### src/fisc_pkg.sv
// package for the flash ID read and program/erase suspend command block
// assumes a 125 MHz system clock and a host that drives chip select and clock
package fisc_pkg;
	// opcodes handled here
	localparam logic [7:0] OP_DUAL_ID  = 8'h92;
	localparam logic [7:0] OP_QUAD_ID  = 8'h94;
	localparam logic [7:0] OP_IDENT    = 8'h9F;
	localparam logic [7:0] OP_SUSP_A   = 8'h75;
	localparam logic [7:0] OP_SUSP_B   = 8'hB0;
	localparam logic [7:0] OP_RESUME_A = 8'h7A;
	localparam logic [7:0] OP_RESUME_B = 8'h30;
	// opcodes passed on to the rest of the device
	localparam logic [7:0] OP_READ     = 8'h03;
	localparam logic [7:0] OP_FAST     = 8'h0B;
	localparam logic [7:0] OP_DUAL_OUT = 8'h3B;
	localparam logic [7:0] OP_QUAD_OUT = 8'h6B;
	localparam logic [7:0] OP_DUAL_IO  = 8'hBB;
	localparam logic [7:0] OP_QUAD_IO  = 8'hEB;
	localparam logic [7:0] OP_PARAM    = 8'h5A;
	localparam logic [7:0] OP_SL_ID    = 8'h90;
	localparam logic [7:0] OP_SEC_RD   = 8'h48;
	localparam logic [7:0] OP_WRAP     = 8'h77;
	localparam logic [7:0] OP_WR_EN    = 8'h06;
	localparam logic [7:0] OP_PROG_1   = 8'h02;
	localparam logic [7:0] OP_PROG_2   = 8'hA2;
	localparam logic [7:0] OP_PROG_4   = 8'h32;
	localparam logic [7:0] OP_STAT1    = 8'h05;
	localparam logic [7:0] OP_STAT2    = 8'h35;
	localparam logic [7:0] OP_RST_EN   = 8'h66;
	localparam logic [7:0] OP_RST      = 8'h99;
	// id ordering address
	localparam logic [7:0] ADDR_DEV_FIRST = 8'h01;
	// header clock counts after the opcode
	localparam logic [5:0] DUAL_ADDR_END = 6'h0C;
	localparam logic [5:0] DUAL_HDR_END  = 6'h10;
	localparam logic [5:0] QUAD_ADDR_END = 6'h06;
	localparam logic [5:0] QUAD_HDR_END  = 6'h0C;
	localparam logic [2:0] LANES_1 = 3'h1;
	localparam logic [2:0] LANES_2 = 3'h2;
	localparam logic [2:0] LANES_4 = 3'h4;
	localparam logic [3:0] BYTE_BITS = 4'h8;
	// status bit positions
	localparam int SR_PSUS_BIT = 15;
	localparam int SR_ESUS_BIT = 10;
	// running operation kinds
	localparam logic [2:0] KIND_PAGE_PROG = 3'h0;
	localparam logic [2:0] KIND_CHIP_ERASE = 3'h5;
	// suspend latencies
	localparam int CLK_PERIOD_NS = 8;
	localparam int PSUS_LAT_NS   = 20000;
	localparam int ESUS_LAT_NS   = 20000;
	localparam int PSUS_LAT_CYC  = (PSUS_LAT_NS + CLK_PERIOD_NS - 1) / CLK_PERIOD_NS;
	localparam int ESUS_LAT_CYC  = (ESUS_LAT_NS + CLK_PERIOD_NS - 1) / CLK_PERIOD_NS;

	typedef enum logic [1:0] {PH_CMD, PH_HDR, PH_OUT, PH_SKIP} fisc_phase_type;
	typedef enum logic [1:0] {SUS_RUN, SUS_WAIT, SUS_HELD} fisc_sus_type;
	typedef struct packed {
		logic [7:0] mfr;
		logic [7:0] dev;
		logic [7:0] mem_type;
		logic [7:0] capacity;
	} fisc_id_type;
endpackage : fisc_pkg

### src/fisc_ctrl.sv
// flash ID reads (single, dual, quad line) and program/erase suspend control
// assumes a host SPI master on the pins and an array engine reporting busy
//
// Operation
// dual ID read: 92h, two dummy bytes, address byte, mode byte, then IDs
// dual ID read moves address in and IDs out on IO0 and IO1
// multi-line ID bytes leave on falling clock edges, MSB first
// address 01h returns device ID first, manufacturer ID second
// address 00h returns manufacturer ID first, then device ID
// IDs alternate without limit while chip select stays low
// host ends dual ID read by raising chip select
// quad ID read: 94h, two dummies, address, mode, two dummies, then IDs
// quad ID read moves address and IDs over IO0 to IO3
// quad ID read accepted only with quad enable bit set
// 9Fh returns manufacturer ID, memory type, capacity
// 9Fh: 24 ID bits on serial output at falling edges after opcode
// 9Fh during a running program or erase is not decoded
// host avoids 9Fh during deep power-down
// chip select high ends 9Fh output, back to standby
// 75h or B0h suspends page program and page, sector, block erases
// reads allowed everywhere except the region under program or erase
// after latency, clear write enable latch, set matching suspend flag
// program suspend is status bit 15, erase suspend bit 10
// flag follows suspended kind, cleared on resume
// after latency accept reads, ID reads, security read, wrap, resume
// write enable and page programs only during erase suspend
// status, security read, reset enable, reset accepted without latency
// suspend with nothing running changes nothing
// data lines driven only during ID output, released at chip select high
`timescale 1ns/10ps
`default_nettype none
module fisc_ctrl #(
	parameter int PSUS_CYC = fisc_pkg::PSUS_LAT_CYC,
	parameter int ESUS_CYC = fisc_pkg::ESUS_LAT_CYC
) (
	// clock and reset
	input  wire logic                 sys_clk,
	input  wire logic                 rst_b,
	// serial pins
	input  wire logic                 cs_n_pin,
	input  wire logic                 sclk_pin,
	input  wire logic [3:0]           io_in,
	output var  logic [3:0]           io_out_ff,
	output var  logic [3:0]           io_oe_ff,
	// array engine and configuration
	input  wire logic                 op_busy,
	input  wire logic [2:0]           op_kind,
	input  wire logic                 quad_enable_bit,
	input  wire fisc_pkg::fisc_id_type id_values,
	// suspend control and status
	output var  logic                 op_suspend_ff,
	output var  logic                 wr_latch_clr_ff,
	output var  logic [15:0]          status_sus_ff,
	output var  logic [2:0]           locked_kind_ff,
	// commands passed to the rest of the device
	output var  logic                 cmd_accept_ff,
	output var  logic [7:0]           cmd_code_ff
);
	logic                     cs_s1_ff, cs_s2_ff;
	logic                     sck_s1_ff, sck_s2_ff, sck_s3_ff;
	logic [3:0]               io_s1_ff, io_s2_ff;
	logic                     sel, sck_rise, sck_fall;
	fisc_pkg::fisc_phase_type phase_ff;
	fisc_pkg::fisc_sus_type   sus_st_ff;
	logic [7:0]               cmd_sh_ff, hdr_ff, out_sh_ff;
	logic [5:0]               cnt_ff;
	logic [2:0]               lanes_ff;
	logic                     ident_ff, dev_first_ff;
	logic [1:0]               idx_ff;
	logic [3:0]               out_left_ff;
	logic [15:0]              lat_ff, dbg_wait_ff;
	logic [7:0]               op_in, nxt_byte, src, nxt_hdr;
	logic                     op_done, ok, handled, id_ok;
	logic                     dec_dual, dec_quad, dec_ident, dec_sus, dec_res;
	logic                     any_time, read_set, erase_only, psus, esus;
	logic [5:0]               addr_end, hdr_end;

	// pins are asynchronous to sys_clk
	always_ff @(posedge sys_clk or negedge rst_b) begin
		if (!rst_b) begin
			cs_s1_ff  <= 1'b1;
			cs_s2_ff  <= 1'b1;
			sck_s1_ff <= 1'b0;
			sck_s2_ff <= 1'b0;
			sck_s3_ff <= 1'b0;
			io_s1_ff  <= 4'h0;
			io_s2_ff  <= 4'h0;
		end else begin
			cs_s1_ff  <= cs_n_pin;
			cs_s2_ff  <= cs_s1_ff;
			sck_s1_ff <= sclk_pin;
			sck_s2_ff <= sck_s1_ff;
			sck_s3_ff <= sck_s2_ff;
			io_s1_ff  <= io_in;
			io_s2_ff  <= io_s1_ff;
		end
	end

	assign sel      = ~cs_s2_ff;
	assign sck_rise = sck_s2_ff & ~sck_s3_ff;
	assign sck_fall = ~sck_s2_ff & sck_s3_ff;
	assign psus     = status_sus_ff[fisc_pkg::SR_PSUS_BIT];
	assign esus     = status_sus_ff[fisc_pkg::SR_ESUS_BIT];

	// opcode decode and the suspend-time command filter
	always_comb begin
		op_in   = {cmd_sh_ff[6:0], io_s2_ff[0]};
		op_done = sel & sck_rise & (phase_ff == fisc_pkg::PH_CMD) & (cnt_ff == 6'h07);
		any_time = (op_in == fisc_pkg::OP_STAT1) | (op_in == fisc_pkg::OP_STAT2)
			| (op_in == fisc_pkg::OP_SEC_RD) | (op_in == fisc_pkg::OP_RST_EN) | (op_in == fisc_pkg::OP_RST);
		read_set = (op_in == fisc_pkg::OP_READ) | (op_in == fisc_pkg::OP_FAST)
			| (op_in == fisc_pkg::OP_DUAL_OUT) | (op_in == fisc_pkg::OP_QUAD_OUT)
			| (op_in == fisc_pkg::OP_DUAL_IO) | (op_in == fisc_pkg::OP_QUAD_IO)
			| (op_in == fisc_pkg::OP_PARAM) | (op_in == fisc_pkg::OP_IDENT)
			| (op_in == fisc_pkg::OP_SL_ID) | (op_in == fisc_pkg::OP_DUAL_ID)
			| (op_in == fisc_pkg::OP_QUAD_ID) | (op_in == fisc_pkg::OP_WRAP)
			| (op_in == fisc_pkg::OP_RESUME_A) | (op_in == fisc_pkg::OP_RESUME_B);
		erase_only = (op_in == fisc_pkg::OP_WR_EN) | (op_in == fisc_pkg::OP_PROG_1)
			| (op_in == fisc_pkg::OP_PROG_2) | (op_in == fisc_pkg::OP_PROG_4);
		dec_res = op_done & ((op_in == fisc_pkg::OP_RESUME_A) | (op_in == fisc_pkg::OP_RESUME_B));
		dec_sus = op_done & ((op_in == fisc_pkg::OP_SUSP_A) | (op_in == fisc_pkg::OP_SUSP_B));
		if (sus_st_ff == fisc_pkg::SUS_HELD) begin
			ok = any_time | read_set | (erase_only & esus);
		end else if (sus_st_ff == fisc_pkg::SUS_WAIT) begin
			ok = any_time;
		end else if (op_busy) begin
			ok = any_time;
		end else begin
			ok = ~dec_res;
		end
		// id reads are not decoded while an operation runs
		id_ok     = op_done & ok;
		dec_dual  = id_ok & (op_in == fisc_pkg::OP_DUAL_ID);
		dec_quad  = id_ok & (op_in == fisc_pkg::OP_QUAD_ID) & quad_enable_bit;
		dec_ident = id_ok & (op_in == fisc_pkg::OP_IDENT);
		handled   = (op_in == fisc_pkg::OP_DUAL_ID) | (op_in == fisc_pkg::OP_QUAD_ID)
			| (op_in == fisc_pkg::OP_IDENT) | dec_sus | dec_res;
	end

	// header shift and output byte selection
	always_comb begin
		addr_end = (lanes_ff == fisc_pkg::LANES_4) ? fisc_pkg::QUAD_ADDR_END : fisc_pkg::DUAL_ADDR_END;
		hdr_end  = (lanes_ff == fisc_pkg::LANES_4) ? fisc_pkg::QUAD_HDR_END : fisc_pkg::DUAL_HDR_END;
		nxt_hdr  = (lanes_ff == fisc_pkg::LANES_4) ? {hdr_ff[3:0], io_s2_ff} : {hdr_ff[5:0], io_s2_ff[1:0]};
		if (ident_ff) begin
			case (idx_ff)
				2'h0:    nxt_byte = id_values.mfr;
				2'h1:    nxt_byte = id_values.mem_type;
				default: nxt_byte = id_values.capacity;
			endcase
		end else begin
			nxt_byte = (idx_ff[0] ^ dev_first_ff) ? id_values.dev : id_values.mfr;
		end
		src = (out_left_ff == 4'h0) ? nxt_byte : out_sh_ff;
	end

	// serial command, header and id output engine
	always_ff @(posedge sys_clk or negedge rst_b) begin
		if (!rst_b) begin
			phase_ff     <= fisc_pkg::PH_CMD;
			cmd_sh_ff    <= 8'h00;
			hdr_ff       <= 8'h00;
			cnt_ff       <= 6'h00;
			lanes_ff     <= fisc_pkg::LANES_1;
			ident_ff     <= 1'b0;
			dev_first_ff <= 1'b0;
			idx_ff       <= 2'h0;
			out_sh_ff    <= 8'h00;
			out_left_ff  <= 4'h0;
			io_out_ff    <= 4'h0;
			io_oe_ff     <= 4'h0;
		end else if (!sel) begin
			// chip select high ends any frame and frees the lines
			phase_ff    <= fisc_pkg::PH_CMD;
			cnt_ff      <= 6'h00;
			out_left_ff <= 4'h0;
			idx_ff      <= 2'h0;
			io_oe_ff    <= 4'h0;
		end else if (sck_rise && phase_ff == fisc_pkg::PH_CMD) begin
			cmd_sh_ff <= op_in;
			cnt_ff    <= cnt_ff + 6'h01;
			if (op_done) begin
				cnt_ff   <= 6'h00;
				ident_ff <= dec_ident;
				if (dec_dual) begin
					phase_ff <= fisc_pkg::PH_HDR;
					lanes_ff <= fisc_pkg::LANES_2;
				end else if (dec_quad) begin
					phase_ff <= fisc_pkg::PH_HDR;
					lanes_ff <= fisc_pkg::LANES_4;
				end else if (dec_ident) begin
					phase_ff <= fisc_pkg::PH_OUT;
					lanes_ff <= fisc_pkg::LANES_1;
				end else begin
					phase_ff <= fisc_pkg::PH_SKIP;
				end
			end
		end else if (sck_rise && phase_ff == fisc_pkg::PH_HDR) begin
			hdr_ff <= nxt_hdr;
			cnt_ff <= cnt_ff + 6'h01;
			if (cnt_ff + 6'h01 == addr_end) begin
				dev_first_ff <= (nxt_hdr == fisc_pkg::ADDR_DEV_FIRST);
			end
			if (cnt_ff + 6'h01 == hdr_end) begin
				phase_ff <= fisc_pkg::PH_OUT;
			end
		end else if (sck_fall && phase_ff == fisc_pkg::PH_OUT) begin
			// each falling edge puts the next MSB-first group on the lines
			case (lanes_ff)
				fisc_pkg::LANES_4: begin
					io_out_ff <= src[7:4];
					io_oe_ff  <= 4'hF;
					out_sh_ff <= {src[3:0], 4'h0};
				end
				fisc_pkg::LANES_2: begin
					io_out_ff <= {2'b00, src[7:6]};
					io_oe_ff  <= 4'h3;
					out_sh_ff <= {src[5:0], 2'b00};
				end
				default: begin
					io_out_ff <= {2'b00, src[7], 1'b0};
					io_oe_ff  <= 4'h2;
					out_sh_ff <= {src[6:0], 1'b0};
				end
			endcase
			out_left_ff <= ((out_left_ff == 4'h0) ? fisc_pkg::BYTE_BITS : out_left_ff) - {1'b0, lanes_ff};
			if (out_left_ff == 4'h0) begin
				idx_ff <= (ident_ff && idx_ff == 2'h2) ? 2'h0 : idx_ff + 2'h1;
			end
		end
	end

	// commands for the rest of the device, filtered while suspended
	always_ff @(posedge sys_clk or negedge rst_b) begin
		if (!rst_b) begin
			cmd_accept_ff <= 1'b0;
			cmd_code_ff   <= 8'h00;
		end else begin
			cmd_accept_ff <= op_done & ok & ~handled;
			if (op_done) begin
				cmd_code_ff <= op_in;
			end
		end
	end

	// suspend sequencing; hold the array engine, wait latency, flag
	always_ff @(posedge sys_clk or negedge rst_b) begin
		if (!rst_b) begin
			sus_st_ff      <= fisc_pkg::SUS_RUN;
			lat_ff         <= 16'h0000;
			op_suspend_ff  <= 1'b0;
			wr_latch_clr_ff <= 1'b0;
			status_sus_ff  <= 16'h0000;
			locked_kind_ff <= 3'h0;
		end else begin
			wr_latch_clr_ff <= 1'b0;
			case (sus_st_ff)
				fisc_pkg::SUS_RUN: begin
					// chip erase cannot be suspended; idle device ignores it
					if (dec_sus && op_busy && op_kind != fisc_pkg::KIND_CHIP_ERASE) begin
						sus_st_ff      <= fisc_pkg::SUS_WAIT;
						op_suspend_ff  <= 1'b1;
						locked_kind_ff <= op_kind;
						lat_ff <= (op_kind == fisc_pkg::KIND_PAGE_PROG) ? 16'(PSUS_CYC - 1) : 16'(ESUS_CYC - 1);
					end
				end
				fisc_pkg::SUS_WAIT: begin
					lat_ff <= lat_ff - 16'h0001;
					if (lat_ff == 16'h0000) begin
						sus_st_ff    <= fisc_pkg::SUS_HELD;
						wr_latch_clr_ff <= 1'b1;
						if (locked_kind_ff == fisc_pkg::KIND_PAGE_PROG) begin
							status_sus_ff[fisc_pkg::SR_PSUS_BIT] <= 1'b1;
						end else begin
							status_sus_ff[fisc_pkg::SR_ESUS_BIT] <= 1'b1;
						end
					end
				end
				default: begin
					if (dec_res) begin
						sus_st_ff     <= fisc_pkg::SUS_RUN;
						op_suspend_ff <= 1'b0;
						status_sus_ff <= 16'h0000;
					end
				end
			endcase
		end
	end

	// helper count of latency cycles, read only by assertions
	always_ff @(posedge sys_clk or negedge rst_b) begin
		if (!rst_b) begin
			dbg_wait_ff <= 16'h0000;
		end else if (sus_st_ff == fisc_pkg::SUS_WAIT) begin
			dbg_wait_ff <= dbg_wait_ff + 16'h0001;
		end else if (sus_st_ff == fisc_pkg::SUS_RUN) begin
			dbg_wait_ff <= 16'h0000;
		end
	end
endmodule : fisc_ctrl
`default_nettype wire

### config.mk
export PLATFORM = sky130hd
export DESIGN_NAME = fisc_ctrl
export DESIGN_NICKNAME = d
export VERILOG_FILES = /design/src/fisc_pkg.sv /design/src/fisc_ctrl.sv
export SDC_FILE = /design/constraint.sdc
export NUM_CORES = 1
export LEC_CHECK = 0
export BUFFER_PORTS_ARGS = -buffer_cell sky130_fd_sc_hd__buf_4
export CAP_MARGIN = 15
export CORE_ASPECT_RATIO = 0.9
export CORE_MARGIN = 2
export CORE_UTILIZATION = 55
export DETAILED_ROUTE_END_ITERATION = 7
export HOLD_SLACK_MARGIN = 0.1
export PLACE_DENSITY = 0.78
export REMOVE_ABC_BUFFERS = 1
export SLEW_MARGIN = 0
export SYNTH_ARGS = -nofsm -noshare
export SYNTH_HDL_FRONTEND = slang
export SYNTH_SLANG_ARGS = --single-unit
### constraint.sdc
create_clock -name sys_clk -period 4.8 [get_ports sys_clk]
set_input_delay 0.48 -clock sys_clk [delete_from_list [all_inputs] [get_ports sys_clk]]
set_output_delay 0.48 -clock sys_clk [all_outputs]
set_load 0.03 [all_outputs]
== Yosys cells after proc, flatten, opt, wreduce, memory -nomap -nowiden ==
Cells that the tools add are included.

* Output and inout port bits: 38
* Latch bits: 0
* Bits of input ports: 45
* Bits in registers: 95
* Word-level logic and storage cells: 226
* Memories: 0
* Bits in writable memories: 0
* Memory bits (read-only): 0

* Eq/ne operators: 45
* Reductions and logical operators: 36
* Add/subtract/negate cells: 4
* Bitwise operators: 52
* Multipliers: 0
* Div/mod/pow operators: 0
* Shift operators: 0
* Muxes and demuxes: 61
* $lt $le $gt $ge: 0

{| class="wikitable"
|+ Operators with widths
! cell !! count
|-
| 8-bit == test, second input constant || 9
|-
| 8-bit by 7-bit == test with 1-bit output, second input constant || 7
|-
| 4-bit two-way mux || 10
|-
| 8-bit by 6-bit == test with 1-bit output, second input constant || 4
|-
| 16-bit two-way mux || 2
|-
| 2-bit two-way mux || 16
|-
| 8-bit two-way mux || 4
|-
| 16-bit one-hot mux with 2 select lines || 1
|-
| 8-bit one-hot mux with 2 select lines || 2
|-
| 1-bit bitwise OR || 28
|-
| 6-bit two-way mux || 4
|-
| 4-bit AND reduction || 6
|-
| 3-bit AND reduction || 6
|-
| 8-bit by 2-bit == test with 1-bit output, second input constant || 2
|-
| 8-bit by 3-bit == test with 1-bit output, second input constant || 2
|-
| 16-bit logical NOT || 1
|-
| 4-bit one-hot mux with 2 select lines || 2
|-
| 16-bit by 1-bit subtractor with 16-bit output, second input constant || 1
|-
| 1-bit bitwise AND || 14
|-
| 1-bit two-way mux || 12
|-
| 2-bit inequality test, second input constant || 6
|-
| 3-bit nonzero test || 4
|-
| 2-bit nonzero test || 5
|-
| 3-bit two-way mux || 3
|-
| other kinds (23) || 47
|}

== Logic depth before layout (Yosys ltp) ==
Gate-level depths: netlist of run 1.

* Depth after elaboration: 25
* Depth in mapped cells: 8
* Depth with buffers taken out: 7

== Least setup slack after synthesis of run 1 ==
No wires, ideal clock.

* Path type: reg-to-reg
* Start: register lat_ff[0]
* End: register lat_ff[14]
* Data arrival time: 2,111 ps
* Slack: 2,568 ps
* Clock period less this slack: 2,232 ps
* Setup time: 121 ps
* Stages on the path, launching flop included: 9
* Buffers on the path: 1
* Data required time: 4,679 ps
* Path through: dfrtp_1 inv_1 ha_1 or3b_1 or4_1 clkbuf_1 or4_1 nand3b_1 o21ai_1

* Word-level cells in the longest chain between the ends: 2

{| class="wikitable"
|+ Ends and longest elaborated chain
! item !! line !! source
|-
| start, declared || fisc_ctrl.sv:71 || <nowiki>logic [15:0] lat_ff, dbg_wait_ff;</nowiki>
|-
| start signal, assigned || fisc_ctrl.sv:264 || <nowiki>lat_ff <= (op_kind == fisc_pkg::KIND_PAGE_PROG) ? 16'(PSUS_CYC - 1) : 16'(ESUS_CYC - 1);</nowiki>
|-
| start signal, assigned || fisc_ctrl.sv:268 || <nowiki>lat_ff <= lat_ff - 16'h0001;</nowiki>
|-
| 16-bit by 1-bit subtractor with 16-bit output || fisc_ctrl.sv:268 ||
|-
| 16-bit one-hot mux with 2 select lines || fisc_ctrl.sv:257 || <nowiki>case (sus_st_ff)</nowiki>
|}

Every way passes these cells.
A chain may end at the register's enable or synchronous reset.

== Worst setup path after layout of run 1 ==
* Start: register cnt_ff[0]
* End: register locked_kind_ff[1]

* Word-level cells in the longest chain between the ends: 6

{| class="wikitable"
|+ Ends and longest elaborated chain
! item !! line !! source
|-
| start, declared || fisc_ctrl.sv:66 || <nowiki>logic [5:0] cnt_ff;</nowiki>
|-
| start signal, assigned || fisc_ctrl.sv:181 || <nowiki>cnt_ff <= cnt_ff + 6'h01;</nowiki>
|-
| start signal, assigned || fisc_ctrl.sv:200 || <nowiki>cnt_ff <= cnt_ff + 6'h01;</nowiki>
|-
| 6-bit by 3-bit == test with 1-bit output || fisc_ctrl.sv:108 || <nowiki>op_done = sel & sck_rise & (phase_ff == fisc_pkg::PH_CMD) & (cnt_ff == 6'h07);</nowiki>
|-
| 1-bit bitwise AND || fisc_ctrl.sv:108 ||
|-
| 1-bit bitwise AND || fisc_ctrl.sv:121 || <nowiki>dec_sus = op_done & ((op_in == fisc_pkg::OP_SUSP_A) | (op_in == fisc_pkg::OP_SUSP_B));</nowiki>
|-
| 1-bit logical AND (2 in series) || fisc_ctrl.sv:260 || <nowiki>if (dec_sus && op_busy && op_kind != fisc_pkg::KIND_CHIP_ERASE) begin</nowiki>
|-
| 2-bit AND reduction (no source line) || -- ||
|-
| end signal, assigned || fisc_ctrl.sv:263 || <nowiki>locked_kind_ff <= op_kind;</nowiki>
|-
| end, declared || fisc_ctrl.sv:54 || <nowiki>output var logic [2:0] locked_kind_ff,</nowiki>
|}

Every way passes these cells.

==> impl_metrics.csv, run 1 <==
group,metric,value,unit
run_status,status,"finished, final reports clean",
yosys,yosysTopAreaCell,"dfrtp_1",
clock_tree,htreeDepth,3,
finish,final_cells,731,
setup_path,worstSetupPathType,"reg -> reg",
die,die_w,107,µm
sta,fin_crit_sh,57.2,%
die,core_area,9250,µm²
grt,antenna_found_initial,0,
yosys,synth_area_per_cell,9.47,µm²
yosys,yosys_register_bits,93,
power_and_ir_drop,cellPowerDensity,282,nW/µm²
setup_path,cp.required,5.05,ns
sta,clock_skew,0.0124,ns
finish,num_antenna_cells,0,
yosys,syn_area,5290,µm²
finish,fin_nets,655,
yosys,synth.most_common_cell,"dfrtp_1",
grt,grt_overflow_total,0,
setup_path,worst_setup_path_end_kind,"register",
finish,layout-drive-gt1-share,20.7,%
yosys,synth_top_cells_by_count,"dfrtp_1 (90), nand2_1 (57), nor2_1 (36), o21ai_0 (34), clkbuf_1 (33)",
detailed_routing,post_drt_via_cell_ratio,6.04,
grt,grt_max_degree,55,
sta,rsz0062_at_grt,"false",
yosys,synth.distinct_cells,75,
detailed_routing,post-route-drc-count,0,
detailed_routing,first_pass_iters,5,
power_and_ir_drop,cellLeakagePower,2.62,nW
die,start_util,57.2,%
clock_tree,post_cts_buffers,0,
detailed_routing,wl_per_cell,15.9,µm
worst_hold_path,min_path_type,"in -> async",
clock_tree,clk_pin_slew,0.09,ns
sta,finalHoldViolations,0,
detailed_routing,drt_iter0_drc,260,
setup_path,worstSetupStartpointType,"register",
placed_design,dpl_cell_area,5810,µm²
yosys,synthCells,559,
detailed_routing,vias,4412,
sta,slew_viol_final,0,
yosys,ys.flop_type,"dfrtp_1",
yosys,synth_edf_count,0,
yosys,synth_area_leaders,"dfrtp_1 (43%), nand2_1 (4.0%), mux2_2 (3.6%), o21ai_0 (3.2%), mux2i_1 (3.0%)",
placed_design,place.gp.congestion,0.869,
sta,relSlewSlack,49.5,%
detailed_routing,met1Wirelength,5310,µm
placed_design,port_buffers,68,
yosys,postSynth.asyncResetShare,100,%
setup_path,cp.arrival,3.00,ns
die,rows,33,
clock_tree,cts_made_buffers,9,
grt,track_usage,22.8,%
sta,tightest_slew,0.755,ns
grt,grt_pass1_vias,4147,
clock_tree,clock_path_buffers,2,
setup_path,crit_fanout,20,
yosys,yosys.area.top_type_share,42.5,%
sta,tns,0,ns
placed_design,hpwl,8160,µm
placed_design,dp.cells,715,
die,ios,83,
finish,fin_area,6020,µm²
clock_tree,clkSinkCount,93,
clock_tree,ctsResizeCount,0,
clock_tree,clock_latency,0.37,ns
power_and_ir_drop,peakVddDrop,189,µV
detailed_routing,wl_met3,786,µm
detailed_routing,routed_wl,11600,µm
finish,area_delta_synth_final,13.8,%
die,fp.dieH,97.1,µm
clock_tree,cts_tree,"done",
grt,grt_pass1_wl,19600,µm
detailed_routing,maxUsedRoutingLayer,"met4",
die,dieArea,10400,µm²
sta,final-setup-viol-count,0,
sta,clock.fmax,364,MHz
detailed_routing,wl_met2,5350,µm
sta,period_needed,2.75,ns
yosys,seq_area_frac_synth,44.0,%
detailed_routing,drtAntennaViolNets,0,
yosys,yosys_warnings,0,
clock_tree,hold_buffers,0,
clock_tree,cts_root_buf,"clkbuf_8",
job,max_cap_viol_count,0,
power breakdown:
group	internal (mW)	total (mW)	switching, mW
Combinational	0.109	0.214	0.105
Clock	0.285	0.566	0.281
Sequential	0.815	0.917	0.103
Total	1.21	1.70	0.489
worst max-delay path, stage by stage (launching register included):
cell	delay [ns]
dfrtp_1	0.47
ha_1	0.31
nor4b_2	0.31
nand4_1	0.58
nor3_2	0.34
buf_4	0.27
mux2_2	0.36
area by class of cell:
cell class / count / area [µm²]
clock buffer: 12 / 165
clock inverter: 4 / 53.8
fill: 762 / 3220
inverter: 18 / 67.6
multi-input combinational: 409 / 2710
sequential: 93 / 2330
tap: 122 / 153
timing repair buffer: 73 / 548
path summary, 6_finish.rpt:
check | start | end | slack, ns | cells past startpoint
max in group asynchronous | rst_b | lanes_ff[0]$_DFFE_PN1P_ | 3.66 | 2
min in group sys_clk | cs_n_pin | cs_s1_ff$_DFF_PN1_ | 0.22 | 1
worst min register to register | io_s1_ff[1]$_DFF_PN0_ | io_s2_ff[1]$_DFF_PN0_ | 0.36 | 0
worst min-delay path | rst_b | lat_ff[10]$_DFFE_PN0P_ | 0.14 | 1
worst max-delay path | cnt_ff[0]$_DFFE_PN0P_ | locked_kind_ff[1]$_DFFE_PN0P_ | 2.05 | 6
worst max register to register | cnt_ff[0]$_DFFE_PN0P_ | locked_kind_ff[1]$_DFFE_PN0P_ | 2.05 | 6
layout by cell type, fill, tap and decap left out, drive strengths merged, types with 4 or more instances in the layout:
cell and n:
o211ai 11, a21o 4, nand2b 6, conb 14
nor2 36, mux2i 16, nor4b 9, xor2 9
or3 10, nand2 57, o21ai 35, a31oi 11
and3 6, or2 4, nor2b 8, mux2 17
nor3 15, a211oi 12, nand3 12, nor3b 4
o22ai 6, dfrtp 90, inv 19, ha 5
xnor2 9, buf 73, or4 6, a22o 4
nand3b 5, nor4 4, a21oi 14, or3b 4
clkbuf 12
registers in the layout, indices dropped and copies added, names as in the netlist, 3 cells and up:
signal	count
lat_ff	16
io_s2_ff	4
locked_kind_ff	3
cmd_code_ff	8
io_s1_ff	4
cmd_sh_ff	7
out_sh_ff	7
lanes_ff	3
cnt_ff	6
hdr_ff	6
io_oe_ff	3
io_out_ff	4
out_left_ff	4
routing by layer:
metal / vias to the layer above / global-route usage, %
li1: 2102 / -
met4: 0 / 6.90
met3: 21 / 4.16
met1: 2108 / 32.4
met2: 181 / 35.6
met5: - / 0
kinds of logic after synthesis:
kind of cell | count (synthesis) | share of synthesized area [%]
simple gates | 206 | 21.5
compound gates | 132 | 16.9
flops | 93 | 44.0
buf+inv | 70 | 6.10
mux | 33 | 6.64
xor+xnor | 18 | 3.12
fa+ha+maj | 6 | 1.56
other cells | 1 | 0.0708
per-stage QoR:
stage	util, %	hold slack (ns)	worst slack (ns)	total power, mW
after global routing	65.1	0.188	1.83	1.77
after global placement	62.8	0.334	2.20	1.13
after detailed placement	62.8	0.343	2.06	1.14
after floorplan	-	0.184	1.74	1.05
final	65.1	0.142	2.05	1.70
after CTS	65.1	0.169	2.05	1.70
Power figures use the tool's default switching activity.
==> inputs of run 2 (changes only) <==
--- a/config.mk
+++ b/config.mk
@@ -5,6 +5,7 @@
 export SDC_FILE = /design/constraint.sdc
 export NUM_CORES = 1
 export LEC_CHECK = 0
+export ABC_AREA = 1
 export BUFFER_PORTS_ARGS = -buffer_cell sky130_fd_sc_hd__buf_4
 export CAP_MARGIN = 15
 export CORE_ASPECT_RATIO = 0.9
==> constraint.sdc (replaced) <==
create_clock -name sys_clk -period 2.66 [get_ports sys_clk]
set_input_delay 0.266 -clock sys_clk [delete_from_list [all_inputs] [get_ports sys_clk]]
set_output_delay 0.266 -clock sys_clk [all_outputs]
set_load 0.03 [all_outputs]
==> impl_metrics.csv, run 2 <==
group,metric,value,unit
yosys,synth_area_leaders,"dfrtp_1 (43%), nand2_1 (10%), o21ai_0 (5.7%), nor2_1 (5.3%), inv_1 (4.8%)",
yosys,synthMuxAreaShare,0,%
setup_path,crit_chain,"inv_1, nand3_2, inv_1, nor2_1, nand2_1, o21ai_0, o21bai_1",
yosys,synth_top_cells_by_count,"nand2_1 (143), dfrtp_1 (90), nor2_1 (73), inv_1 (66), o21ai_0 (59)",
power_and_ir_drop,clockPowerShare,25.8,%
finish,top_regs,"lat_ff x16, cmd_code_ff x8",
yosys,yosys.area.top_type_share,43.2,%
worst_hold_path,hold_depth,3,
setup_path,cp.required,2.96,ns
power_and_ir_drop,cellPowerDensity,569,nW/µm²
yosys,synth_fa_ha_area_share,1.59,%
finish,fill_cells,775,
grt,grt_pass1_wl,20500,µm
finish,area_delta_synth_final,16.1,%
finish,num_antenna_cells,0,
finish,final_cells,857,
yosys,seq_area_frac_synth,44.8,%
setup_path,worstSetupStartpointType,"register",
yosys,yosysTopAreaCell,"dfrtp_1",
clock_tree,cts_tree,"done",
yosys,synthCells,652,
setup_path,crit_path_frequent_cell,"inv_1",
finish,layout-drive-gt1-share,19.6,%
sta,finalHoldViolations,0,
clock_tree,clk_pin_slew,0.09,ns
setup_path,cp.arrival,2.30,ns
placed_design,pre_cts_ws,0.704,ns
power_and_ir_drop,p_seq_share,48.0,%
sta,setup_ws,0.657,ns
power_and_ir_drop,design_power_total,3.44,mW
grt,grt_max_degree,40,
setup_path,rr_worst_depth,7,
sta,rsz0062_at_grt,"false",
power_and_ir_drop,cellLeakagePower,2.96,nW
die,ios,83,
sta,relSlewSlack,55.5,%
setup_path,slowest_delay,0.57,ns
yosys,synth_compound_area_share,14.6,%
finish,layout_common_cells,"nand2_1 (143), dfrtp_1 (90), nor2_1 (73), buf_4 (73), inv_1 (66)",
run_status,status,"finished, final reports clean",
die,dieArea,10300,µm²
finish,final_common_cell,"nand2_1",
placed_design,dpl_cell_area,5780,µm²
placed_design,port_buffers,68,
power_and_ir_drop,p_comb_share,26.1,%
placed_design,dp.cells,832,
yosys,syn_area,5210,µm²
placed_design,place.gp.congestion,0.943,
yosys,synth_edf_count,0,
sta,tightest_slew,0.663,ns
sta,fin_crit_sh,75.3,%
clock_tree,post_cts_buffers,0,
yosys,synth_top_family_by_area,"simple AND/OR/NAND/NOR gates",
finish,largest-register,"lat_ff",
power_and_ir_drop,power.internal,2.24,mW
yosys,yosys_register_bits,93,
clock_tree,cts_made_buffers,9,
grt,antenna_found_initial,0,
clock_tree,clock_latency,0.38,ns
grt,track_usage,25.3,%
setup_path,worst_setup_path_end_kind,"register",
finish,fin_nets,781,
detailed_routing,routed_wl,12100,µm
clock_tree,clock_path_buffers,2,
yosys,synth-xor-area-share,0.673,%
finish,largest_register_ffs,16,
sta,period_needed,2.00,ns
die,rows,33,
grt,grt_overflow_total,0,
yosys,synth.most_common_cell,"nand2_1",
die,die_w,107,µm
clock_tree,htreeDepth,3,
detailed_routing,drt_iter0_drc,298,
sta,tns,0,ns
setup_path,crit_fanout,16,
detailed_routing,post-route-drc-count,0,
detailed_routing,wl_per_cell,14.1,µm
setup_path,ff2ff_setup_slack,0.66,ns
power_and_ir_drop,peakVddDrop,325,µV
die,start_util,56.8,%
power_and_ir_drop,switching_share,35.0,%
clock_tree,cts_root_buf,"clkbuf_8",
detailed_routing,first_pass_iters,5,
sta,final-setup-viol-count,0,
detailed_routing,post_drt_via_cell_ratio,5.47,
detailed_routing,drtAntennaViolNets,0,
yosys,ys.flop_type,"dfrtp_1",
finish,fin_area,6050,µm²
sta,slew_viol_final,0,
placed_design,hpwl,9080,µm
worst_hold_path,min_path_type,"in -> reg",
sta,clock.fmax,499,MHz
grt,grt_pass1_vias,4452,
yosys,synth.distinct_cells,56,
yosys,synth_area_per_cell,7.99,µm²
die,fp.dieH,96.3,µm
setup_path,worstSetupPathType,"reg -> reg",
yosys,yosys_warnings,0,
sta,clock_skew,0.0128,ns
setup_path,cp_slowest_cell,"dfstp_2",
power_and_ir_drop,switchingPower,1.20,mW
yosys,postSynth.asyncResetShare,100,%
die,core_area,9170,µm²
job,max_cap_viol_count,0,
detailed_routing,vias,4691,
yosys,synthSimpleGateAreaFrac,29.3,%
clock_tree,clkSinkCount,93,
run 2: cell type report:
| cell class | instances | area [µm²] | share of cell area, % |
|---|---|---|---|
| Timing Repair Buffer | 82 | 638 | 10.5 |
| Tap cell | 122 | 153 | 2.52 |
| Sequential cell | 93 | 2330 | 38.5 |
| Multi-Input combinational cell | 467 | 2460 | 40.6 |
| Clock inverter | 6 | 45.0 | 0.745 |
| Clock buffer | 10 | 138 | 2.28 |
| Inverter | 77 | 289 | 4.78 |
run 2: power by group through the flow:
stage	sequential (mW)	clock, mW	combinational (mW)
3_3_place_gp	1.67	0	0.848
4_1_cts	1.65	0.914	0.891
5_1_grt	1.67	0.970	1.02
2_1_floorplan	1.67	0	0.599
6_report	1.65	0.890	0.899
3_5_place_dp	1.68	0	0.878
run 2: path summary, 6_finish.rpt:
kind,start,endpoint
worst max-delay path,lanes_ff[0]$_DFFE_PN1P_,out_sh_ff[3]$_DFFE_PN0P_
worst min-delay path,op_kind[1],locked_kind_ff[1]$_DFFE_PN0P_
worst max register to register,lanes_ff[0]$_DFFE_PN1P_,out_sh_ff[3]$_DFFE_PN0P_
worst min register to register,cs_s1_ff$_DFF_PN1_,cs_s2_ff$_DFF_PN1_
max in group asynchronous,rst_b,lanes_ff[0]$_DFFE_PN1P_
min in group asynchronous,rst_b,io_s2_ff[1]$_DFF_PN0_
run 2: cells by family (layout without fill, tap and decap cells):
family,count (synthesis),after routing
AOI/OAI and AO/OA,124,124
xor gates and xnor gates,4,4
adders and majority gates,6,6
buffers and inverters,105,175
DFF,93,93
other,1,14
and+or+nand+nor,319,319
run 2: worst max-delay path, delay by kind of cell, from the launching register on:
family                 cells  cell delay (ns)
buffers and inverters      2             0.26
flip-flops                 1             0.57
AO/OA/AOI/OAI              2             0.31
AND/OR/NAND/NOR            3             0.78
run 2: through the flow:
stage                     hold WS [ns]  util, %
final                            0.154     66.0
after global routing             0.168     66.0
after CTS                        0.149     66.0
after detailed placement         0.269     63.0
after global placement           0.262     63.0
after floorplan                -0.0296        -
run 2: per-layer routing:
layer  wire length, µm  track usage [%]  up-vias
li1                  -                -     2282
met1              5250             32.8     2197
met2              5790             42.6      189
met3               829             5.08       23
met4               247             9.63        0
met5                 0                0        -
run 2: repair_timing:
item | 4_1_cts | 5_1_grt
gates resized for setup | 0 | 0
hold buffers | 9 | 0
endpoints found under the hold margin | 43 | 0
==> inputs of run 3 (changes only) <==
--- a/config.mk
+++ b/config.mk
@@ -10,10 +10,10 @@
 export CAP_MARGIN = 15
 export CORE_ASPECT_RATIO = 0.9
 export CORE_MARGIN = 2
-export CORE_UTILIZATION = 55
+export CORE_UTILIZATION = 52
 export DETAILED_ROUTE_END_ITERATION = 7
 export HOLD_SLACK_MARGIN = 0.1
-export PLACE_DENSITY = 0.78
+export PLACE_DENSITY = 0.77
 export REMOVE_ABC_BUFFERS = 1
 export SLEW_MARGIN = 0
 export SYNTH_ARGS = -nofsm -noshare
==> constraint.sdc (replaced) <==
create_clock -name sys_clk -period 1.6 [get_ports sys_clk]
set_input_delay 0.16 -clock sys_clk [delete_from_list [all_inputs] [get_ports sys_clk]]
set_output_delay 0.16 -clock sys_clk [all_outputs]
set_load 0.03 [all_outputs]
==> impl_metrics.csv, run 3 (synthesis results as in run 2) <==
group,metric,value,unit
sta,setup_ws,-0.299,ns
clock_tree,cts_tree,"done",
sta,clock.fmax,527,MHz
clock_tree,cts_root_buf,"clkbuf_8",
detailed_routing,post-route-drc-count,0,
grt,grt-busiest-layer,"met2",
setup_path,slowest_delay,0.41,ns
setup_path,path_delay_family,"simple AND/OR/NAND/NOR gates",
power_and_ir_drop,cellLeakagePower,3.60,nW
setup_path,crit_chain,"inv_2, ha_4, inv_4, nor3_4, nand2_4, buf_6, nor3_4, nand3_2, o2bb2ai_4, o21ai_1, inv_1",
setup_path,worstSetupPathType,"reg -> reg",
finish,fin_util,77.1,%
grt,track_usage,26.4,%
clock_tree,cts_made_buffers,9,
clock_tree,clock_latency,0.37,ns
setup_path,cp_slowest_cell,"dfrtp_1",
finish,largest-register,"lat_ff",
placed_design,port_buffers,68,
worst_hold_path,hold_depth,5,
job,max_cap_viol_count,0,
clock_tree,clkSinkCount,93,
grt,use_met2,45.9,%
grt,antenna_found_initial,0,
clock_tree,htreeDepth,3,
die,core_area,9700,µm²
finish,fin_nets,888,
detailed_routing,post_drt_via_cell_ratio,5.47,
placed_design,hpwl,9740,µm
placed_design,dp.cells,916,
detailed_routing,routed_wl,14900,µm
sta,final-setup-viol-count,47,
run_status,status,"complete, but fails checks",
finish,largest_register_ffs,16,
grt,grt_pass1_vias,5037,
worst_hold_path,min_path_type,"in -> reg",
setup_path,ff2ff_setup_slack,-0.30,ns
finish,area_delta_synth_final,43.6,%
sta,clock_skew,0.0108,ns
detailed_routing,first_pass_iters,5,
die,start_util,53.7,%
run_status,violations,"setup timing",
grt,grt_util_met1,33.0,%
finish,layout_common_cells,"buf_4 (158), nand2_1 (128), dfrtp_1 (84), nor2_1 (60), inv_1 (51)",
setup_path,cp.arrival,2.17,ns
power_and_ir_drop,cellPowerDensity,842,nW/µm²
grt,gr-usage-met3,5.16,%
setup_path,crit_path_frequent_cell,"nor3_4",
setup_path,timing.rr.start,"lat_ff[0]$_DFFE_PN0P_",
grt,grt_max_degree,35,
sta,rsz0062_at_grt,"true",
grt,grt_pass1_wl,22800,µm
setup_path,rr_worst_depth,11,
die,die_w,109,µm
setup_path,crit_fanout,3,
sta,period_needed,1.90,ns
finish,final_common_cell,"buf_4",
clock_tree,clk_pin_slew,0.09,ns
worst_hold_path,min_to,"lanes_ff[2]$_DFFE_PN0P_",
setup_path,worst_setup_path_end_kind,"register",
finish,num_antenna_cells,0,
setup_path,crit_path_start,"lat_ff[0]$_DFFE_PN0P_",
detailed_routing,vias,5298,
grt,grt_overflow_total,0,
finish,layout-drive-gt1-share,40.6,%
sta,slew_viol_final,0,
worst_hold_path,holdCritStartpoint,"quad_enable_bit",
detailed_routing,drt_iter0_drc,324,
finish,top_regs,"lat_ff x16, cmd_code_ff x8",
finish,final_cells,968,
clock_tree,clock_path_buffers,2,
die,rows,34,
sta,fin_crit_sh,119,%
setup_path,cp.required,1.87,ns
finish,fin_area,7480,µm²
placed_design,dpl_cell_area,6430,µm²
sta,finalHoldViolations,0,
die,ios,83,
die,fp.dieH,98.9,µm
setup_path,reg2reg_to,"sus_st_ff[0]$_DFFE_PN0P_",
setup_path,crit_buf_inv,4,
finish,fill_cells,650,
placed_design,place.gp.congestion,0.904,
detailed_routing,drtAntennaViolNets,0,
power_and_ir_drop,peakVddDrop,619,µV
die,dieArea,10800,µm²
detailed_routing,wl_per_cell,15.3,µm
setup_path,worstSetupStartpointType,"register",
run 3: cell types whose count changed in the layout (fill, tap and decap cells not counted), sizes merged:
| cell | before | now |
|---|---|---|
| buf | 73 | 178 |
| clkbuf | 10 | 13 |
| dlygate4sd3 | 9 | 10 |
| clkinv | 2 | 3 |
| inv | 78 | 75 |
run 3: final cells by class:
type | count | area [µm²] | share of cell area [%]
clock buffer | 13 | 149 | 1.99
clock inverter | 3 | 21.3 | 0.284
inverter | 77 | 307 | 4.10
multi-input combinational | 467 | 2930 | 39.2
sequential | 93 | 2340 | 31.3
tap | 126 | 158 | 2.11
timing repair buffer | 188 | 1570 | 21.0
timing repair inverter | 1 | 7.51 | 0.100
run 3: worst min-delay path: cells and delay by family:
family,cells,cell delay [ns]
AND/OR/NAND/NOR,3,0.24
buffers and inverters,2,0.16
run 3: through the flow:
| step | setup slack [ns] | total power, mW | hold slack, ns | TNS (ns) |
|---|---|---|---|---|
| 6_report | -0.299 | 6.30 | 0.226 | -4.95 |
| 3_3_place_gp | -0.132 | 4.39 | 0.135 | -2.40 |
| 4_1_cts | -0.130 | 6.09 | 0.217 | -1.78 |
| 3_5_place_dp | -0.277 | 4.45 | 0.145 | -6.51 |
| 2_1_floorplan | -0.340 | 3.77 | -0.136 | -7.14 |
| 5_1_grt | -0.401 | 6.64 | 0.248 | -10.34 |
run 3: report_power, final:
part | internal [mW] | total, mW | leakage (nW) | switching (mW)
registers | 2.56 | 2.75 | 1.16 | 0.184
clock network | 0.611 | 1.46 | 0.0836 | 0.850
logic | 0.939 | 2.09 | 2.36 | 1.15
total | 4.11 | 6.30 | 3.60 | 2.19
run 3: worst max-delay path by stage:
| stage | slack [ns] | to | cells past startpoint |
|---|---|---|---|
| 4_1_cts | -0.13 | lanes_ff[0]$_DFFE_PN1P_ | 11 |
| 2_1_floorplan | -0.34 | lanes_ff[0]$_DFFE_PN1P_ | 11 |
| 5_1_grt | -0.40 | sus_st_ff[0]$_DFFE_PN0P_ | 11 |
| 6_report | -0.30 | sus_st_ff[0]$_DFFE_PN0P_ | 11 |
| 3_5_place_dp | -0.28 | cmd_code_ff[1]$_DFFE_PN0P_ | 8 |
| 3_3_place_gp | -0.13 | cmd_code_ff[7]$_DFFE_PN0P_ | 9 |
run 3: timing repair:
item,4_1_cts,5_1_grt
endpoints found under the hold margin,39,0
endpoints found under the setup margin,52,58
gates cloned,2,0
buffers inserted,15,11
hold buffers,10,0
pin swaps,34,44
gates resized for setup,82,97
run 3: layer usage:
metal / up-vias / part of all wire, %
met5: - / 0
met1: 2505 / 40
met2: 240 / 51
met3: 51 / 6.4
li1: 2502 / -
met4: 0 / 3.2
